==> config.mk <==
export PLATFORM = sky130hd
export DESIGN_NAME = mcu8_opcode_decoder
export DESIGN_NICKNAME = d
export VERILOG_FILES = /design/src/rtl/mcu8_dec_pkg.sv /design/src/rtl/mcu8_dec_table.sv /design/src/rtl/mcu8_opcode_decoder.sv
export SDC_FILE = /design/constraint.sdc
export NUM_CORES = 1
export LEC_CHECK = 0
export ABC_AREA = 0
export BUFFER_PORTS_ARGS = -buffer_cell sky130_fd_sc_hd__buf_2
export CORE_MARGIN = 2
export CORE_UTILIZATION = 35
export CTS_CLUSTER_SIZE = 28
export DETAILED_ROUTE_END_ITERATION = 10
export GPL_ROUTABILITY_DRIVEN = 0
export PLACE_DENSITY = 0.67
export SYNTH_ARGS = -nofsm -noshare
export SYNTH_HDL_FRONTEND = slang
export SYNTH_SLANG_ARGS = --single-unit
==> constraint.sdc <==
create_clock -name ref_clk -period 4.2 [get_ports ref_clk]
set_input_delay 0.42 -clock ref_clk [delete_from_list [all_inputs] [get_ports ref_clk]]
set_output_delay 0.42 -clock ref_clk [all_outputs]
set_load 0.03 [all_outputs]
==> src/rtl/mcu8_dec_pkg.sv <==
// Package of constants and types for the opcode decoder
package mcu8_dec_pkg;
	// ==========================================
	// Operations
	typedef enum logic [4:0] {
		OP_NONE, OP_BRANCH_NOT_EQUAL, OP_BRANCH_EQUAL, OP_BRANCH_CARRY_CLEAR, OP_BRANCH_CARRY_SET,
		OP_CALL_SUBROUTINE, OP_JUMP_FAR, OP_MOVE_IMMEDIATE, OP_RETURN_INTERRUPT, OP_RETURN_SUBROUTINE,
		OP_COMPLEMENT_ACC, OP_ROTATE_ACC_LEFT, OP_INCREMENT_MEM, OP_DECREMENT_MEM,
		OP_LOAD_ACCUMULATOR, OP_STORE_ACCUMULATOR, OP_ADD, OP_SUBTRACT, OP_COMPARE_WITH_MEM, OP_AND,
		OP_TEST_CLEAR_BRANCH, OP_TEST_SET_BRANCH, OP_CLEAR_BIT, OP_SET_BIT
	} mcu8_op_t;
	// ==========================================
	// Addressing modes
	typedef enum logic [3:0] {
		AM_INHERENT, AM_IMMEDIATE, AM_DIRECT, AM_SHORT_DIRECT, AM_EXTENDED,
		AM_RELATIVE, AM_BIT_SET_CLEAR, AM_BIT_TEST_BRANCH, AM_REG_INDIRECT
	} mcu8_mode_t;
	// ==========================================
	// Data-space locations
	localparam logic [7:0] ADDR_X_PTR = 8'h80;
	localparam logic [7:0] ADDR_Y_PTR = 8'h81;
	localparam logic [7:0] ADDR_SHORT_BASE = 8'h80;
	localparam logic [7:0] ADDR_ACC = 8'hFF;
	// ==========================================
	// Opcode fields
	localparam int PTR_SEL_BIT = 4;
	localparam int REL_MSB = 4;
	localparam int BIT_SENSE_POS = 3;
	// ==========================================
	// Lengths and cycle counts
	localparam logic [1:0] LEN_ONE = 2'h1;
	localparam logic [1:0] LEN_TWO = 2'h2;
	localparam logic [1:0] LEN_THREE = 2'h3;
	localparam logic [2:0] CYC_BRANCH = 3'h2;
	localparam logic [2:0] CYC_RETURN = 3'h2;
	localparam logic [2:0] CYC_STD = 3'h4;
	localparam logic [2:0] CYC_BIT_TEST = 3'h5;
	localparam logic [2:0] CYC_NOP = 3'h2;
	localparam int PC_W = 12;
endpackage

==> src/rtl/mcu8_dec_table.sv <==
// Combinational opcode classification table
`timescale 1ns/1ps
`default_nettype none
module mcu8_dec_table (
	// Opcode in
	input wire logic [7:0] opcode,
	// Classification out
	output mcu8_dec_pkg::mcu8_op_t op,
	output mcu8_dec_pkg::mcu8_mode_t mode,
	output logic [1:0] length,
	output logic [2:0] cycles,
	output logic reserved
);
	// ==========================================
	// Decode
	always_comb begin
		op = mcu8_dec_pkg::OP_NONE;
		mode = mcu8_dec_pkg::AM_INHERENT;
		length = mcu8_dec_pkg::LEN_ONE;
		cycles = mcu8_dec_pkg::CYC_NOP;
		reserved = 1'b0;
		case (opcode[7:4])
			4'h0, 4'h1: begin
				op = mcu8_dec_pkg::OP_BRANCH_NOT_EQUAL;
				mode = mcu8_dec_pkg::AM_RELATIVE;
				cycles = mcu8_dec_pkg::CYC_BRANCH;
			end
			4'h2, 4'h3: begin
				op = mcu8_dec_pkg::OP_BRANCH_EQUAL;
				mode = mcu8_dec_pkg::AM_RELATIVE;
				cycles = mcu8_dec_pkg::CYC_BRANCH;
			end
			4'h4, 4'h5: begin
				op = mcu8_dec_pkg::OP_BRANCH_CARRY_CLEAR;
				mode = mcu8_dec_pkg::AM_RELATIVE;
				cycles = mcu8_dec_pkg::CYC_BRANCH;
			end
			4'h6, 4'h7: begin
				op = mcu8_dec_pkg::OP_BRANCH_CARRY_SET;
				mode = mcu8_dec_pkg::AM_RELATIVE;
				cycles = mcu8_dec_pkg::CYC_BRANCH;
			end
			4'h8, 4'h9: begin
				op = opcode[4] ? mcu8_dec_pkg::OP_JUMP_FAR : mcu8_dec_pkg::OP_CALL_SUBROUTINE;
				mode = mcu8_dec_pkg::AM_EXTENDED;
				length = mcu8_dec_pkg::LEN_TWO;
				cycles = mcu8_dec_pkg::CYC_STD;
			end
			4'hA: begin
				if (opcode[3]) begin
					op = opcode[2] ? mcu8_dec_pkg::OP_LOAD_ACCUMULATOR : mcu8_dec_pkg::OP_INCREMENT_MEM;
					mode = mcu8_dec_pkg::AM_SHORT_DIRECT;
					cycles = mcu8_dec_pkg::CYC_STD;
				end else begin
					reserved = 1'b1;
				end
			end
			4'hB: begin
				cycles = mcu8_dec_pkg::CYC_STD;
				if (opcode[3]) begin
					op = opcode[2] ? mcu8_dec_pkg::OP_STORE_ACCUMULATOR : mcu8_dec_pkg::OP_DECREMENT_MEM;
					mode = mcu8_dec_pkg::AM_SHORT_DIRECT;
				end else begin
					case (opcode[2:0])
						3'h0: begin
							op = mcu8_dec_pkg::OP_MOVE_IMMEDIATE;
							mode = mcu8_dec_pkg::AM_IMMEDIATE;
							length = mcu8_dec_pkg::LEN_THREE;
						end
						3'h2: begin
							op = mcu8_dec_pkg::OP_RETURN_INTERRUPT;
							cycles = mcu8_dec_pkg::CYC_RETURN;
						end
						3'h3: begin
							op = mcu8_dec_pkg::OP_RETURN_SUBROUTINE;
							cycles = mcu8_dec_pkg::CYC_RETURN;
						end
						3'h4: op = mcu8_dec_pkg::OP_COMPLEMENT_ACC;
						3'h5: op = mcu8_dec_pkg::OP_ROTATE_ACC_LEFT;
						default: begin
							reserved = 1'b1;
							cycles = mcu8_dec_pkg::CYC_NOP;
						end
					endcase
				end
			end
			4'hC: begin
				op = opcode[mcu8_dec_pkg::BIT_SENSE_POS] ? mcu8_dec_pkg::OP_TEST_SET_BRANCH
					: mcu8_dec_pkg::OP_TEST_CLEAR_BRANCH;
				mode = mcu8_dec_pkg::AM_BIT_TEST_BRANCH;
				length = mcu8_dec_pkg::LEN_THREE;
				cycles = mcu8_dec_pkg::CYC_BIT_TEST;
			end
			4'hD: begin
				op = opcode[mcu8_dec_pkg::BIT_SENSE_POS] ? mcu8_dec_pkg::OP_SET_BIT
					: mcu8_dec_pkg::OP_CLEAR_BIT;
				mode = mcu8_dec_pkg::AM_BIT_SET_CLEAR;
				length = mcu8_dec_pkg::LEN_TWO;
				cycles = mcu8_dec_pkg::CYC_STD;
			end
			default: begin
				// Rows E and F: opcode map is authoritative
				cycles = mcu8_dec_pkg::CYC_STD;
				case (opcode[2:0])
					3'h0: op = mcu8_dec_pkg::OP_LOAD_ACCUMULATOR;
					3'h1: op = mcu8_dec_pkg::OP_STORE_ACCUMULATOR;
					3'h2: op = mcu8_dec_pkg::OP_ADD;
					3'h3: op = mcu8_dec_pkg::OP_SUBTRACT;
					3'h4: op = mcu8_dec_pkg::OP_COMPARE_WITH_MEM;
					3'h5: op = mcu8_dec_pkg::OP_AND;
					3'h6: op = mcu8_dec_pkg::OP_INCREMENT_MEM;
					default: op = mcu8_dec_pkg::OP_DECREMENT_MEM;
				endcase
				if (!opcode[3]) begin
					mode = mcu8_dec_pkg::AM_REG_INDIRECT;
				end else begin
					length = mcu8_dec_pkg::LEN_TWO;
					mode = opcode[4] ? mcu8_dec_pkg::AM_DIRECT : mcu8_dec_pkg::AM_IMMEDIATE;
					if (!opcode[4] && (opcode[2:0] == 3'h1 || opcode[2:0] == 3'h6 || opcode[2:0] == 3'h7)) begin
						op = mcu8_dec_pkg::OP_NONE;
						mode = mcu8_dec_pkg::AM_INHERENT;
						length = mcu8_dec_pkg::LEN_ONE;
						cycles = mcu8_dec_pkg::CYC_NOP;
						reserved = 1'b1;
					end
				end
			end
		endcase
	end
endmodule
`default_nettype wire

==> src/rtl/mcu8_opcode_decoder.sv <==
// Registered opcode decoder with target, address and flag helpers
`timescale 1ns/1ps
`default_nettype none
module mcu8_opcode_decoder (
	// Clock and reset
	input wire logic ref_clk,
	input wire logic srst,
	// Fetch side
	input wire logic op_valid,
	input wire logic [7:0] opcode,
	input wire logic [7:0] operand1,
	input wire logic [7:0] operand2,
	input wire logic [11:0] pc,
	// Execution state
	input wire logic flag_zero,
	input wire logic flag_carry,
	input wire logic [7:0] x_value,
	input wire logic [7:0] y_value,
	input wire logic [7:0] mem_data,
	input wire logic [7:0] cmp_reg,
	// Decoded outputs
	output logic dec_valid,
	output mcu8_dec_pkg::mcu8_op_t dec_op,
	output mcu8_dec_pkg::mcu8_mode_t dec_mode,
	output logic [1:0] dec_length,
	output logic [2:0] dec_cycles,
	output logic dec_reserved,
	output logic [7:0] dec_ea,
	output logic dec_rmw,
	output logic [2:0] dec_bit,
	output logic [7:0] dec_imm,
	output logic dec_taken,
	output logic [11:0] dec_next_pc,
	output logic dec_carry_we,
	output logic dec_carry
);
	// ==========================================
	// Classification
	mcu8_dec_pkg::mcu8_op_t t_op;
	mcu8_dec_pkg::mcu8_mode_t t_mode;
	logic [1:0] t_len;
	logic [2:0] t_cyc;
	logic t_res;

	mcu8_dec_table u_table (
		.opcode(opcode),
		.op(t_op),
		.mode(t_mode),
		.length(t_len),
		.cycles(t_cyc),
		.reserved(t_res)
	);

	function automatic logic [11:0] rel_target(input logic [11:0] base, input logic [7:0] off, input logic wide);
		logic [11:0] ext;
		ext = wide ? {{4{off[7]}}, off} : {{7{off[mcu8_dec_pkg::REL_MSB]}}, off[4:0]};
		return 12'(base + ext);
	endfunction

	// ==========================================
	// Next-value logic
	logic next_valid, next_reserved, next_rmw, next_taken, next_carry_we, next_carry;
	mcu8_dec_pkg::mcu8_op_t next_op;
	mcu8_dec_pkg::mcu8_mode_t next_mode;
	logic [1:0] next_length;
	logic [2:0] next_cycles, next_bit;
	logic [7:0] next_ea, next_imm;
	logic [11:0] next_pc_val, seq_pc;
	logic tested;

	always_comb begin
		seq_pc = 12'(pc + {10'h000, t_len});
		tested = mem_data[opcode[2:0]];
		next_valid = op_valid;
		next_op = t_op;
		next_mode = t_mode;
		next_length = t_len;
		next_cycles = t_cyc;
		next_reserved = t_res;
		next_bit = opcode[2:0];
		next_imm = 8'h00;
		next_ea = 8'h00;
		next_rmw = 1'b0;
		next_taken = 1'b0;
		next_carry_we = 1'b0;
		next_carry = 1'b0;
		next_pc_val = seq_pc;
		case (t_mode)
			mcu8_dec_pkg::AM_SHORT_DIRECT: next_ea = 8'(mcu8_dec_pkg::ADDR_SHORT_BASE + {6'h00, opcode[1:0]});
			mcu8_dec_pkg::AM_REG_INDIRECT: next_ea = opcode[mcu8_dec_pkg::PTR_SEL_BIT] ? y_value : x_value;
			mcu8_dec_pkg::AM_DIRECT, mcu8_dec_pkg::AM_BIT_SET_CLEAR, mcu8_dec_pkg::AM_BIT_TEST_BRANCH: next_ea = operand1;
			mcu8_dec_pkg::AM_IMMEDIATE: begin
				next_imm = (t_op == mcu8_dec_pkg::OP_MOVE_IMMEDIATE) ? operand2 : operand1;
				next_ea = (t_op == mcu8_dec_pkg::OP_MOVE_IMMEDIATE) ? operand1 : 8'h00;
			end
			default: next_ea = 8'h00;
		endcase
		case (t_op)
			mcu8_dec_pkg::OP_BRANCH_NOT_EQUAL: next_taken = !flag_zero;
			mcu8_dec_pkg::OP_BRANCH_EQUAL: next_taken = flag_zero;
			mcu8_dec_pkg::OP_BRANCH_CARRY_CLEAR: next_taken = !flag_carry;
			mcu8_dec_pkg::OP_BRANCH_CARRY_SET: next_taken = flag_carry;
			mcu8_dec_pkg::OP_TEST_SET_BRANCH, mcu8_dec_pkg::OP_TEST_CLEAR_BRANCH: begin
				next_taken = (t_op == mcu8_dec_pkg::OP_TEST_SET_BRANCH) ? tested : !tested;
				next_carry_we = 1'b1;
				next_carry = tested;
				next_rmw = 1'b1;
			end
			mcu8_dec_pkg::OP_COMPARE_WITH_MEM: begin
				next_carry_we = 1'b1;
				next_carry = cmp_reg < mem_data;
			end
			mcu8_dec_pkg::OP_INCREMENT_MEM, mcu8_dec_pkg::OP_DECREMENT_MEM,
			mcu8_dec_pkg::OP_SET_BIT, mcu8_dec_pkg::OP_CLEAR_BIT: next_rmw = 1'b1;
			mcu8_dec_pkg::OP_CALL_SUBROUTINE, mcu8_dec_pkg::OP_JUMP_FAR: begin
				next_taken = 1'b1;
				next_pc_val = {opcode[3:0], operand1};
			end
			default: next_taken = 1'b0;
		endcase
		if (next_taken && t_mode == mcu8_dec_pkg::AM_RELATIVE) begin
			next_pc_val = rel_target(seq_pc, opcode, 1'b0);
		end else if (next_taken && t_mode == mcu8_dec_pkg::AM_BIT_TEST_BRANCH) begin
			next_pc_val = rel_target(seq_pc, operand2, 1'b1);
		end
		if (!op_valid) begin
			next_op = mcu8_dec_pkg::OP_NONE;
			next_rmw = 1'b0;
			next_taken = 1'b0;
			next_carry_we = 1'b0;
		end
	end

	// ==========================================
	// Registers
	always_ff @(posedge ref_clk) begin
		if (srst) begin
			dec_valid <= 1'b0;
			dec_op <= mcu8_dec_pkg::OP_NONE;
			dec_mode <= mcu8_dec_pkg::AM_INHERENT;
			dec_length <= mcu8_dec_pkg::LEN_ONE;
			dec_cycles <= mcu8_dec_pkg::CYC_NOP;
			dec_reserved <= 1'b0;
			dec_ea <= 8'h00;
			dec_rmw <= 1'b0;
			dec_bit <= 3'h0;
			dec_imm <= 8'h00;
			dec_taken <= 1'b0;
			dec_next_pc <= 12'h000;
			dec_carry_we <= 1'b0;
			dec_carry <= 1'b0;
		end else begin
			dec_valid <= next_valid;
			dec_op <= next_op;
			dec_mode <= next_mode;
			dec_length <= next_length;
			dec_cycles <= next_cycles;
			dec_reserved <= next_reserved;
			dec_ea <= next_ea;
			dec_rmw <= next_rmw;
			dec_bit <= next_bit;
			dec_imm <= next_imm;
			dec_taken <= next_taken;
			dec_next_pc <= next_pc_val;
			dec_carry_we <= next_carry_we;
			dec_carry <= next_carry;
		end
	end
endmodule
`default_nettype wire

==> key figures <==
Cells and area
  – Layout cell share with drive strength beyond 1: 34.5%
  – Nets: 736
  – Area growth from synthesis to layout: 30.9%
  – Fill cell count: 1,076

Global route
  – Met1 usage in global routing: 24.1%
  – Largest net degree at the start of global routing: 30
  – Layer with the highest usage: met2
  – Gr usage total: 18.9%
  – GRT Residual Overflow: 0
  – M3 GR Usage: 3.17%
  – Met2 GRT Util: 32.4%
  – Wire length of the first global-routing pass: 19,100 um
  – Vias in the first global route: 3,826
  – Initial antenna violation count: 1

Clock tree
  – Worst-path clk slew: 0.08 ns
  – Sink Count: 51
  – Hold Buf Count CTS: 0
  – Maximum root-to-sink buffer count: 2
  – Clk root buf: clkbuf_16
  – Num CTS Buffers: 5
  – # H-tree levels: 2
  – CTS tree: yes

Logic synthesis
  – Post-Synthesis Cell Area: 0.00399 mm^2
  – Yosys warning count: 0
  – Netlist cell types: 61
  – Post-synth ARST share: 0%
  – Net count after synthesis: 584
  – Synth Instances: 470
  – Number of synthesized flops with an enable pin: 0
  – Syn_area_per_cell: 8.48 um^2
  – Post-synthesis sequential area ratio: 25.6%
  – Ys flop type: dfxtp_1
  – Synth Register Bits: 51

Worst setup path
  – CP Capture Type: register
  – Crit Path Category: input port to register
  – Crit start category: input port
  – Worst Path Required: 4.42 ns
  – Worst path arrival time: 4.24 ns
  – CP Max Fanout: 3

Route
  – Vias per cell: 5.39
  – DRC viols: 0
  – Iter 0 DRT Violations: 223
  – Post-DR wirelength/cell: 15.8 um
  – Routed Antenna Nets: 0
  – TritonRoute pass-1 iters: 5
  – DR vias: 4,117
  – Routed wire length: 12,000 um

Timing
  – Final worst-path cycle share: 95.8%
  – Fin Hold WS: 0.380 ns
  – Final min period: 4.02 ns
  – Fmax: 249 MHz
  – Final worst slack: 0.177 ns
  – Count of final setup violators: 0
  – Worst Max-Slew Pin Slew: 0.783 ns
  – Fin. max-slew vios: 0
  – Slew headroom: 47.7%
  – Fin. Hold Viols: 0

Status
  – Outcome: complete, no violations

Placed design
  – Number of port buffers: 123
  – Place WS: -0.237 ns
  – Post-DP HPWL: 9600 um

Run
  – Max_cap viols: 0

Hold path
  – Hold path depth: 3
  – Hold WC Path Type: input port to register
  – Worst hold path startpoint: operand2[6]
  – WHS Endpoint: dec_imm[6]$_SDFF_PP0_

Power
  – Pwr dens: 318 mW/mm^2
  – Lkg Pwr: 2.61 nW
  – Worst VDD drop: 0.000178 V

Floorplanning
  – Die W: 111 um
  – Core Box Area: 0.0110 mm^2
  – Rows: 38
  – Die height: 111 um
  – Initial Util: 36.3%
  – I/O Pins: 124
  – Die ar.: 0.0123 mm^2
-- area by class of cell --
class	count	area [um^2]	share of cell area, %
Sequential cell	51	1020	19.6
Tap cell	140	175	3.36
Clock buffer	5	125	2.40
Antenna cell	1	2.50	0.0479
Multi-Input combinational cell	370	2770	53.1
Timing Repair Buffer	170	968	18.6
Inverter	24	90.1	1.73
Clock inverter	3	67.6	1.29
-- cells in the final DEF, fill, tap and decap left out, types with 3 or more instances in the layout --
cell / n
dfxtp_1: 51
xnor2_1: 15
a31o_2: 3
nand2_1: 27
nand4_1: 5
xnor2_2: 3
mux2i_1: 16
a211oi_2: 3
and3_1: 3
nand3_1: 10
nand2b_1: 12
nor3_1: 10
o21ai_0: 14
buf_2: 123
a22oi_1: 6
o21a_1: 3
buf_4: 47
xor2_1: 13
or3_1: 4
a211oi_1: 7
inv_1: 24
a21oi_1: 26
mux2_2: 12
clkbuf_16: 5
a21o_1: 9
nor2_1: 58
a311oi_1: 4
ha_1: 38
o211a_1: 5
o211ai_1: 10
a31oi_1: 4
nor2b_1: 9
-- routing by layer --
layer / wire, um / vias up
li1: - / 1997
met1: 5180 / 1962
met2: 5960 / 142
met3: 674 / 16
met4: 229 / 0
met5: 0 / -
-- critical path, cell delays in order --
cell and delay [ns]:
buf_2 0.13, nor3b_2 0.21, a21oi_1 0.08, o211a_1 0.24, a21oi_2 0.15, ha_1 0.20
inv_1 0.06, fa_2 0.52, inv_1 0.08, fa_1 0.46, a21oi_2 0.20, o211ai_1 0.16
or4_4 0.45, a31o_2 0.24, a21oi_1 0.17, xnor2_1 0.13, o21ai_0 0.12, a211oi_1 0.22
-- worst max-delay path by stage --
stage	end	start	slack (ns)
2_1_floorplan	dec_next_pc[11]$_SDFF_PP0_	opcode[4]	0.01
3_3_place_gp	dec_next_pc[11]$_SDFF_PP0_	opcode[2]	-0.06
3_5_place_dp	dec_next_pc[11]$_SDFF_PP0_	opcode[2]	-0.24
4_1_cts	dec_next_pc[11]$_SDFF_PP0_	opcode[2]	0.06
5_1_grt	dec_next_pc[10]$_SDFF_PP0_	opcode[2]	-0.03
6_report	dec_next_pc[10]$_SDFF_PP0_	opcode[2]	0.18
-- timing repair --
item                       4_1_cts  5_1_grt
setup endpoints to repair        0        3
setup buffers                    0        3
resized for setup                0        9
-- where the power goes --
| group | internal, mW | total [mW] | switching [mW] |
|---|---|---|---|
| clock network | 0.342 | 0.534 | 0.193 |
| logic | 0.268 | 0.609 | 0.341 |
| registers | 0.510 | 0.517 | 0.00698 |
| total | 1.12 | 1.66 | 0.541 |
-- flip-flops by register name (all words and copies together), names as in the netlist, 2 cells and up --
name         cells
dec_op           5
dec_imm          8
dec_mode         4
dec_length       2
dec_next_pc     12
dec_bit          3
dec_ea           8
dec_cycles       3
-- logic make-up after synthesis --
group / Yosys count / share of synthesized area (%)
compound gates: 114 / 20.3
xor+xnor: 31 / 7.00
fa+ha+maj: 41 / 13.4
buf+inv: 49 / 6.02
flops: 51 / 25.6
mux: 31 / 8.91
simple gates: 153 / 18.7
-- through the flow --
| stage | cell area [um^2] | std cells | utilization (%) | power (mW) | setup TNS, ns |
|---|---|---|---|---|---|
| floorplan | 3990 | 470 | - | 0.920 | 0 |
| global placement | 4960 | 752 | 45.2 | 1.10 | -0.0719 |
| detailed placement | 4960 | 752 | 45.2 | 1.12 | -0.492 |
| CTS | 5160 | 760 | 47.0 | 1.65 | 0 |
| global route | 5220 | 763 | 47.5 | 1.74 | -0.0461 |
| finish | 5220 | 764 | 47.5 | 1.66 | 0 |
-- cell usage after synthesis, types with 9 or more instances --
library cell | instances | share of area [%]
xnor2_1 | 17 | 3.7
xor2_1 | 13 | 2.9
nand2b_1 | 12 | 1.9
nor3_1 | 10 | 1.3
clkbuf_1 | 9 | 0.85
nand3_1 | 10 | 1.3
nor2_1 | 59 | 5.6
nor2b_1 | 9 | 1.4
a21o_1 | 9 | 1.7
dfxtp_1 | 51 | 26
o21ai_0 | 15 | 1.9
nand2_1 | 27 | 2.5
mux2_2 | 12 | 3.4
o211ai_1 | 10 | 1.9
a21oi_1 | 28 | 3.5
mux2i_1 | 16 | 4.0
ha_1 | 38 | 12
inv_1 | 24 | 2.3
(Power assumes the default switching activity.)
